## config.mk

```make
export PLATFORM = sky130hd
export DESIGN_NAME = iss_sequencer
export DESIGN_NICKNAME = d
export VERILOG_FILES = /design/src/hdl/iss_pkg.sv /design/src/hdl/iss_ctl_if.sv /design/src/hdl/iss_pin_stage.sv /design/src/hdl/iss_sequencer.sv
export SDC_FILE = /design/constraint.sdc
export NUM_CORES = 1
export LEC_CHECK = 0
export BUFFER_PORTS_ARGS = -buffer_cell sky130_fd_sc_hd__buf_4
export CAP_MARGIN = 20
export CORE_MARGIN = 5
export CORE_UTILIZATION = 48
export CTS_CLUSTER_DIAMETER = 60
export DETAILED_ROUTE_END_ITERATION = 8
export HOLD_SLACK_MARGIN = 0.08
export PLACE_DENSITY = 0.91
export SLEW_MARGIN = 20
export SYNTH_ARGS = -nofsm -noshare
export SYNTH_HDL_FRONTEND = slang
export SYNTH_HIERARCHICAL = 1
export SYNTH_SLANG_ARGS = --single-unit
```

## constraint.sdc

```tcl
create_clock -name ref_clk -period 3.25 [get_ports ref_clk]
set_clock_uncertainty 0.15 [all_clocks]
set_input_delay 0.4875 -clock ref_clk [delete_from_list [all_inputs] [get_ports ref_clk]]
set_output_delay 0.4875 -clock ref_clk [all_outputs]
set_load 0.005 [all_outputs]
```

## src/hdl/iss_pkg.sv

```systemverilog
// Package of constants and types for the I/O port strobe sequencer.
package iss_pkg;

  // ==========================================================================
  // Signalling styles, taken from a bank's timing-type field.
  localparam logic [2:0] ISS_TYPE_PCMCIA_MEM = 3'h0;
  localparam logic [2:0] ISS_TYPE_PCMCIA_IO  = 3'h1;
  localparam logic [2:0] ISS_TYPE_M_STYLE    = 3'h2;
  localparam logic [2:0] ISS_TYPE_I_STYLE    = 3'h3;

  // ==========================================================================
  // Field widths and counts.
  localparam int         ISS_BANKS      = 8;
  localparam int         ISS_BANK_W     = 3;
  localparam int         ISS_TYPE_W     = 3;
  localparam int         ISS_REPEAT_W   = 4;
  localparam int         ISS_WAIT_W     = 4;
  localparam logic [3:0] ISS_COUNT_ZERO = 4'h0;
  localparam logic [3:0] ISS_COUNT_ONE  = 4'h1;

  // ==========================================================================
  // Sequencer states, one-hot.
  typedef enum logic [5:0] {
    ISS_IDLE   = 6'h01,
    ISS_START  = 6'h02,
    ISS_SELECT = 6'h04,
    ISS_DATUM  = 6'h08,
    ISS_RELEASE= 6'h10,
    ISS_FINAL  = 6'h20
  } iss_state_e;

endpackage

```

## src/hdl/iss_ctl_if.sv

```systemverilog
// Interface carrying the decoded transaction phases and the bank's style between sequencer and pin stage.
`timescale 1ns/10ps
interface iss_ctl_if;
  import iss_pkg::*;
  logic       sel_on;
  logic       strobe_on;
  logic       write_dir;
  logic [2:0] style;
  logic [1:0] lanes;

  modport seq (output sel_on, output strobe_on, output write_dir, output style,
               output lanes);
  modport pins (input sel_on, input strobe_on, input write_dir, input style,
                input lanes);
endinterface

```

## src/hdl/iss_pin_stage.sv

```systemverilog
// Pin stage: maps sequencer phases onto the style-specific active-low pins.
`timescale 1ns/10ps
module iss_pin_stage
  import iss_pkg::*;
(
  // Clock and reset.
  input  wire logic ref_clk,
  input  wire logic sys_rst,
  // Sequencer phases.
  iss_ctl_if.pins   ctl,
  // Peripheral pins.
  output logic [ISS_BANKS-1:0] periph_select_n,
  output logic [1:0]           pcmcia_select_n,
  output logic                 periph_read_strobe_n,
  output logic                 periph_write_strobe_n,
  input  wire logic [ISS_BANK_W-1:0] bank
);

  function automatic logic is_pcmcia(input logic [2:0] s);
    return (s == ISS_TYPE_PCMCIA_IO) || (s == ISS_TYPE_PCMCIA_MEM);
  endfunction

  // Pins are registered so they change together on one edge, never glitching.
  always_ff @(posedge ref_clk or posedge sys_rst) begin
    if (sys_rst) begin
      periph_select_n       <= '1;
      pcmcia_select_n       <= 2'h3;
      periph_read_strobe_n  <= 1'h1;
      periph_write_strobe_n <= 1'h1;
    end else begin
      // Even bit 0, odd bit 1.
      pcmcia_select_n <= (ctl.sel_on && is_pcmcia(ctl.style)) ? ~ctl.lanes : 2'h3;
      periph_select_n <= '1;
      if (ctl.sel_on && !is_pcmcia(ctl.style)) begin
        periph_select_n[bank] <= 1'h0;
      end
      if (ctl.style == ISS_TYPE_M_STYLE) begin
        periph_read_strobe_n  <= ~ctl.strobe_on;
        periph_write_strobe_n <= ~(ctl.sel_on && ctl.write_dir);
      end else begin
        periph_read_strobe_n  <= ~(ctl.strobe_on && !ctl.write_dir);
        periph_write_strobe_n <= ~(ctl.strobe_on && ctl.write_dir);
      end
    end
  end

  strobe_excl_a: assert property (@(posedge ref_clk) disable iff (sys_rst)
    ctl.style != ISS_TYPE_M_STYLE |=> !(!periph_read_strobe_n && !periph_write_strobe_n))
    else $error("read and write strobes both asserted");

endmodule

```

## src/hdl/iss_sequencer.sv

```systemverilog
// Top of the I/O port strobe sequencer: transaction state machine and pins.
`timescale 1ns/10ps
module iss_sequencer
  import iss_pkg::*;
(
  // Clock and reset.
  input  wire logic                         ref_clk,
  input  wire logic                         sys_rst,
  // Request from the bus interface, same clock.
  input  wire logic                         req_valid,
  output logic                              req_ready,
  input  wire logic                         req_write,
  input  wire logic [ISS_BANK_W-1:0]        req_bank,
  input  wire logic [1:0]                   req_lanes,
  input  wire logic [15:0]                  req_wdata,
  output logic [15:0]                       rd_data,
  output logic                              rd_data_valid,
  // Per-bank configuration.
  input  wire logic [ISS_BANKS*ISS_TYPE_W-1:0]   bank_timing_type,
  input  wire logic [ISS_BANKS*ISS_REPEAT_W-1:0] start_repeat_count,
  input  wire logic [ISS_BANKS*ISS_WAIT_W-1:0]   read_datum_wait_count,
  // System bus pins.
  output logic                              addr_latch_en_n,
  output logic                              xfer_frame_n,
  output logic                              sys_read_dir_n,
  output logic                              sys_write_dir_n,
  output logic                              datum_valid_n,
  // Peripheral pins.
  output logic [ISS_BANKS-1:0]              periph_select_n,
  output logic [1:0]                        pcmcia_select_n,
  output logic                              periph_read_strobe_n,
  output logic                              periph_write_strobe_n,
  input  wire logic [15:0]                  periph_data_in,
  output logic [15:0]                       periph_data_out,
  output logic                              periph_data_oe
);

  iss_ctl_if  ctl ();
  iss_state_e state;
  iss_state_e next_state;
  logic [ISS_BANK_W-1:0]   bank;
  logic                    write;
  logic [1:0]              lanes;
  logic [ISS_TYPE_W-1:0]   style;
  logic [ISS_REPEAT_W-1:0] repeat_left;
  logic [ISS_WAIT_W-1:0]   wait_left;
  logic [15:0]             data_sync1;
  logic [15:0]             data_sync2;
  logic                    take;

  // Pick one bank's field out of a packed per-bank vector.
  function automatic logic [3:0] field4(input logic [ISS_BANKS*ISS_WAIT_W-1:0] v,
                                        input logic [ISS_BANK_W-1:0] b);
    return v[b*ISS_WAIT_W +: ISS_WAIT_W];
  endfunction

  // A new request is taken when idle or in the final clock of the last one.
  // Back-to-back start.
  assign req_ready = (state == ISS_IDLE) || (state == ISS_FINAL);
  assign take      = req_valid && req_ready;

  // ==========================================================================
  // Transaction state machine.
  always_comb begin
    next_state = state;
    case (state)
      ISS_IDLE:    if (take) next_state = ISS_START;
      ISS_START:   if (repeat_left == ISS_COUNT_ZERO) next_state = ISS_SELECT;
      ISS_SELECT:  next_state = ISS_DATUM;
      ISS_DATUM:   if (wait_left == ISS_COUNT_ZERO) next_state = ISS_RELEASE;
      ISS_RELEASE: next_state = ISS_FINAL;
      ISS_FINAL:   next_state = take ? ISS_START : ISS_IDLE;
      default:     next_state = ISS_IDLE;
    endcase
  end

  always_ff @(posedge ref_clk or posedge sys_rst) begin
    if (sys_rst) begin
      state <= ISS_IDLE;
    end else begin
      state <= next_state;
    end
  end

  // Request capture; fields are held all transaction so pins stay stable.
  // Style per bank.
  always_ff @(posedge ref_clk or posedge sys_rst) begin
    if (sys_rst) begin
      bank            <= '0;
      write           <= 1'h0;
      lanes           <= 2'h0;
      style           <= ISS_TYPE_I_STYLE;
      periph_data_out <= 16'h0000;
    end else if (take) begin
      bank            <= req_bank;
      write           <= req_write;
      lanes           <= req_lanes;
      style           <= bank_timing_type[req_bank*ISS_TYPE_W +: ISS_TYPE_W];
      periph_data_out <= req_wdata;
    end
  end

  // Wait counters load at the start and count down in their phases.
  always_ff @(posedge ref_clk or posedge sys_rst) begin
    if (sys_rst) begin
      repeat_left <= ISS_COUNT_ZERO;
      wait_left   <= ISS_COUNT_ZERO;
    end else if (take) begin
      repeat_left <= field4(start_repeat_count, req_bank);
      wait_left   <= field4(read_datum_wait_count, req_bank);
    end else begin
      if (state == ISS_START && repeat_left != ISS_COUNT_ZERO) begin
        repeat_left <= repeat_left - ISS_COUNT_ONE;
      end
      if (state == ISS_DATUM && wait_left != ISS_COUNT_ZERO) begin
        wait_left <= wait_left - ISS_COUNT_ONE;
      end
    end
  end

  // ==========================================================================
  // System bus pins, registered from the next state so they align with the pins.
  always_ff @(posedge ref_clk or posedge sys_rst) begin
    if (sys_rst) begin
      addr_latch_en_n <= 1'h1;
      xfer_frame_n    <= 1'h1;
      sys_read_dir_n  <= 1'h1;
      sys_write_dir_n <= 1'h1;
      datum_valid_n   <= 1'h1;
    end else begin
      addr_latch_en_n <= ~take;
      xfer_frame_n    <= ~take;
      if (take) begin
        // Direction level stays until the next opposite transaction.
        sys_read_dir_n  <= req_write;
        sys_write_dir_n <= ~req_write;
      end
      // Datum valid in the last datum clock.
      // Looks one clock ahead, so the pin falls together with the strobe when no wait is set.
      datum_valid_n <= ~((next_state == ISS_DATUM) && ((state == ISS_DATUM) ?
                         (wait_left == ISS_COUNT_ONE) : (wait_left == ISS_COUNT_ZERO)));
    end
  end

  // The pins lag the state by one edge, so phases are driven from next_state.
  // Select only after start.
  assign ctl.sel_on    = (next_state == ISS_SELECT) || (next_state == ISS_DATUM)
                         || (next_state == ISS_RELEASE);
  assign ctl.strobe_on = (next_state == ISS_DATUM);
  assign ctl.write_dir = write;
  assign ctl.style     = style;
  assign ctl.lanes     = lanes;

  iss_pin_stage u_pins (
    .ref_clk               (ref_clk),
    .sys_rst               (sys_rst),
    .ctl                   (ctl),
    .periph_select_n       (periph_select_n),
    .pcmcia_select_n       (pcmcia_select_n),
    .periph_read_strobe_n  (periph_read_strobe_n),
    .periph_write_strobe_n (periph_write_strobe_n),
    .bank                  (bank)
  );

  // ==========================================================================
  // Read data: the pins are asynchronous to us, so two flops before use.
  always_ff @(posedge ref_clk or posedge sys_rst) begin
    if (sys_rst) begin
      data_sync1 <= 16'h0000;
      data_sync2 <= 16'h0000;
    end else begin
      data_sync1 <= periph_data_in;
      data_sync2 <= data_sync1;
    end
  end

  // Sample the synchronised bus in the clock datum-valid is low.
  // Read sample.
  always_ff @(posedge ref_clk or posedge sys_rst) begin
    if (sys_rst) begin
      rd_data       <= 16'h0000;
      rd_data_valid <= 1'h0;
    end else begin
      rd_data_valid <= 1'h0;
      if (!datum_valid_n && !write) begin
        rd_data       <= data_sync2;
        rd_data_valid <= 1'h1;
      end
    end
  end

  // Write data is driven from select through release.
  always_ff @(posedge ref_clk or posedge sys_rst) begin
    if (sys_rst) begin
      periph_data_oe <= 1'h0;
    end else begin
      periph_data_oe <= ctl.sel_on && write;
    end
  end

  // ==========================================================================
  // Checks.
  first_clock_a: assert property (@(posedge ref_clk) disable iff (sys_rst)
    !addr_latch_en_n |-> !xfer_frame_n && (sys_read_dir_n != sys_write_dir_n))
    else $error("first clock lacks frame or direction");

  first_quiet_a: assert property (@(posedge ref_clk) disable iff (sys_rst)
    !addr_latch_en_n |-> &periph_select_n && pcmcia_select_n == 2'h3
      && periph_read_strobe_n && periph_write_strobe_n)
    else $error("select or strobe active in first clock");

  select_second_a: assert property (@(posedge ref_clk) disable iff (sys_rst)
    (!addr_latch_en_n && repeat_left == ISS_COUNT_ZERO) |=>
      xfer_frame_n && (!(&periph_select_n) || pcmcia_select_n != 2'h3))
    else $error("select not asserted in second clock");

  read_strobe_a: assert property (@(posedge ref_clk) disable iff (sys_rst)
    (!addr_latch_en_n && !write && style == ISS_TYPE_I_STYLE
      && repeat_left == ISS_COUNT_ZERO && wait_left == ISS_COUNT_ZERO)
      |=> ##1 !periph_read_strobe_n && !datum_valid_n ##1 periph_read_strobe_n)
    else $error("read strobe timing wrong");

  write_strobe_a: assert property (@(posedge ref_clk) disable iff (sys_rst)
    (!addr_latch_en_n && write && style == ISS_TYPE_I_STYLE
      && repeat_left == ISS_COUNT_ZERO && wait_left == ISS_COUNT_ZERO)
      |=> ##1 !periph_write_strobe_n && !datum_valid_n ##1 periph_write_strobe_n)
    else $error("write strobe timing wrong");

  select_drop_a: assert property (@(posedge ref_clk) disable iff (sys_rst)
    (state == ISS_RELEASE) |=> &periph_select_n && pcmcia_select_n == 2'h3)
    else $error("select not released after strobe");

  lane_pair_a: assert property (@(posedge ref_clk) disable iff (sys_rst)
    (state == ISS_SELECT && style == ISS_TYPE_PCMCIA_IO) |-> pcmcia_select_n == ~lanes)
    else $error("pcmcia pair does not match lanes");

  repeat_delay_a: assert property (@(posedge ref_clk) disable iff (sys_rst)
    (!addr_latch_en_n && repeat_left == ISS_COUNT_ONE) |=> &periph_select_n
      && pcmcia_select_n == 2'h3)
    else $error("start repeat did not delay select");

  wait_hold_a: assert property (@(posedge ref_clk) disable iff (sys_rst)
    (state == ISS_DATUM && wait_left != ISS_COUNT_ZERO) |-> datum_valid_n)
    else $error("datum valid before wait expired");

  cover_read_c:   cover property (@(posedge ref_clk) !datum_valid_n && !write);
  cover_write_c:  cover property (@(posedge ref_clk) !datum_valid_n && write);
  cover_b2b_c:    cover property (@(posedge ref_clk) state == ISS_FINAL && take);
  cover_pcmcia_c: cover property (@(posedge ref_clk) pcmcia_select_n == 2'h0);

endmodule

```

==> results_dict.tcl <==
set metrics [dict create \
    syn_avg_cell_area_sq_um 15.08 \
    die-area_sq_um 11230 \
    wl_per_cell_um 16.76 \
    clockRootBuffer "clkbuf_8" \
    seq_area_frac_synth_pct 59.99 \
    grt_util_all_layers_pct 18.52 \
    cts_inserted_buffers 9 \
    synth-edff-count 0 \
    powerDensity_nw_per_um2 648.4 \
    ys_types 46 \
    rows 35 \
    antenna_cells 0 \
    cts_resized 0 \
    timing.slew.headroom_pct 47.60 \
    grt_pass1_vias 3404 \
    syn_nets 425 \
    initial_utilization_pct 48.52 \
    core_sq_um 9109 \
    instances_no_fill 604 \
    cts_max_level 3 \
    fin_setup_tns_ns 0 \
    synth-seq-cells 105 \
    finalCriticalPeriod_ns 2.435 \
    synth_area_sq_um 4419 \
    firstDrtPassIters 4 \
    route.detailed.drc 0 \
    setup_viol 0 \
    boundaryPins 181 \
    outcome "finished clean" \
    critPathKind "flip-flop to flip-flop" \
    tightest_slew_ns 0.7859 \
    clkSlewWorstSetupHoldPaths_ns 0.11 \
    fin_crit_sh_pct 74.92 \
    required_ns 3.34 \
    max_cap_violations 0 \
    grt_pass1_wl_um 16350 \
    port_buffers 180 \
    vias 3160 \
    rsz0062_at_grt "no" \
    register_area_sq_um 2651 \
    final_antenna_net_count 0 \
    hold_viol_final 0 \
    yosys_warnings 6 \
    min_path_type "input port to asynchronous set/reset pin" \
    dpl.hpwl_um 7773 \
    via_per_inst 5.232 \
    nets 620 \
    clk_latency_ns 0.35 \
    max_stage_delay_ns 0.56 \
    crit_slowest_cell "nand3_2" \
    ctsLongestPathBuffers 2 \
    final_max_slew_viol_count 0 \
    area_delta_synth_final_pct 40.32 \
    ir_drop_v 0.0002475 \
    layout_commonest_cell "buf_4" \
    grt_overflow 0 \
    cp_max_fo 29 \
    leakage_nw 2.896 \
    die_w_um 106.0 \
    layout-drive-gt1-share_pct 58.62 \
    synth_cells 293 \
    multiInputGateArea_sq_um 1655 \
    grt_start_max_net_pins 94 \
    cp-start-kind "flip-flop" \
    fillers 629 \
    ys_async_sr_fraction_pct 100.0 \
    clock-sinks 105 \
    layout_common_cells "buf_4, dfrtp_1, mux2_2" \
    worstPathCellList "nor4_1 -> nand3_2 -> buf_4 -> mux2_2" \
    fmax_ghz 0.4107 \
    antenna_found_initial 0 \
    totalWireLength_um 10120 \
    die_y_um 106.0 \
    drt_iter0_drc 87 \
    place.gp.congestion 0.8600 \
    ys.flop_type "dfrtp_1" \
    cp.arrival_ns 2.52 \
    tritoncts "yes" \
    placed_cells 572 \
    end_kind "flip-flop" \
]
-- kinds of logic (layout without fill, tap and decap cells) --
| logic type | count (synthesis) | count (layout) | share of synthesized area, % |
|---|---|---|---|
| flops | 105 | 105 | 59.99 |
| mux | 69 | 69 | 23.07 |
| simple gates | 59 | 59 | 8.353 |
| compound gates | 30 | 30 | 4.473 |
| buf+inv | 24 | 224 | 2.662 |
| fa+ha+maj | 3 | 3 | 0.8495 |
| xor+xnor | 3 | 3 | 0.5947 |
-- through the flow --
step	setup slack (ns)	total power [mW]	util, %	area [sq um]	hold WS [ns]
finish	0.8152	4.021	68.08	6201	0.1462
global route	0.4841	4.302	68.08	6201	0.1283
CTS	0.7550	4.073	67.94	6188	0.08258
detailed placement	0.7752	3.310	64.24	5852	0.1847
global placement	0.8654	3.216	64.24	5852	0.1826
floorplan	0.2038	2.644	-	4419	0.1812
-- power by group --
group / switching (mW) / internal [mW] / leakage [nW]
sequential: 0.249 / 1.68 / 1.24
clock: 0.436 / 0.309 / 0.0928
combinational: 0.530 / 0.812 / 1.56
-- critical path, delay by kind of cell (launching register included) --
kind,cells,cell delay (ns)
AND/OR/NAND/NOR,2,0.99
flip-flops,1,0.45
buffers and inverters,1,0.44
multiplexers,1,0.30
-- synth_stat cells (all sizes together), types with 2 or more instances --
cell type / number / share of area, %
a211oi: 6 / 1.0
nor2: 5 / 0.42
inv: 10 / 0.85
nor4: 4 / 0.91
o22ai: 2 / 0.28
and2: 3 / 0.42
nand4b: 2 / 0.40
o21ai: 7 / 0.79
dfrtp: 86 / 49
dfstp: 19 / 11
xnor2: 2 / 0.40
a21oi: 4 / 0.45
or3b: 2 / 0.40
and3b: 2 / 0.42
a31oi: 3 / 0.42
buf: 12 / 1.6
o41ai: 2 / 0.40
nand4: 5 / 0.71
mux4: 22 / 11
nand2: 16 / 1.4
clkbuf: 2 / 0.17
nor2b: 8 / 1.1
o211ai: 2 / 0.34
nand3: 5 / 0.57
nor3b: 2 / 0.71
mux2i: 7 / 1.6
ha: 3 / 0.85
mux2: 40 / 10
-- per-layer routing --
metal / GRT usage (%) / vias to the layer above / routed length [um]
met5: 0 / - / 0
met4: 4.903 / 0 / 156
met3: 6.315 / 16 / 828
met2: 32.70 / 153 / 5287
met1: 21.62 / 1529 / 3850
li1: - / 1462 / -
-- repair_timing --
item	4_1_cts	5_1_grt
endpoints found under the hold margin	15	1
setup endpoints to repair	0	0
hold buffers	15	1
setup buffers	0	0
-- layout make-up --
cell class | instances | area share, %
Sequential cell | 105 | 42.76
Timing Repair Buffer | 198 | 24.62
Tap cell | 111 | 2.240
Inverter | 10 | 0.6860
Clock inverter | 6 | 0.7869
Multi-Input combinational cell | 164 | 26.69
Clock buffer | 10 | 2.220
-- worst paths after layout --
kind / depth (start not counted) / end / startpoint / slack [ns]
max: 4 / ctl.lanes[1]$_DFFE_PP0P_ / state[2]$_DFF_PP0_ / 0.82
min: 2 / periph_data_out[14]$_DFFE_PP0P_ / sys_rst / 0.15
min reg2reg: 0 / data_sync2[13]$_DFF_PP0_ / data_sync1[13]$_DFF_PP0_ / 0.20
max in group asynchronous: 2 / periph_data_out[5]$_DFFE_PP0P_ / sys_rst / 2.27
min in group ref_clk: 2 / state[0]$_DFF_PP1_ / req_valid / 0.16
max reg2reg: 4 / ctl.lanes[1]$_DFFE_PP0P_ / state[2]$_DFF_PP0_ / 0.82
-- flip-flops by register name, summed over array words and instances, names as in the netlist --
| name | count |
|---|---|
| u_pins/periph_select_n | 8 |
| periph_data_out | 16 |
| data_sync1 | 16 |
| wait_left | 4 |
| rd_data | 16 |
| bank | 3 |
| datum_valid_n | 1 |
| ctl.lanes | 2 |
| xfer_frame_n | 1 |
| u_pins/periph_read_strobe_n | 1 |
| data_sync2 | 16 |
| u_pins/periph_write_strobe_n | 1 |
| repeat_left | 4 |
| sys_read_dir_n | 1 |
| ctl.style | 3 |
| sys_write_dir_n | 1 |
| state | 6 |
| u_pins/pcmcia_select_n | 2 |
| rd_data_valid | 1 |
| periph_data_oe | 1 |
| ctl.write_dir | 1 |
(Power assumes the default switching activity.)
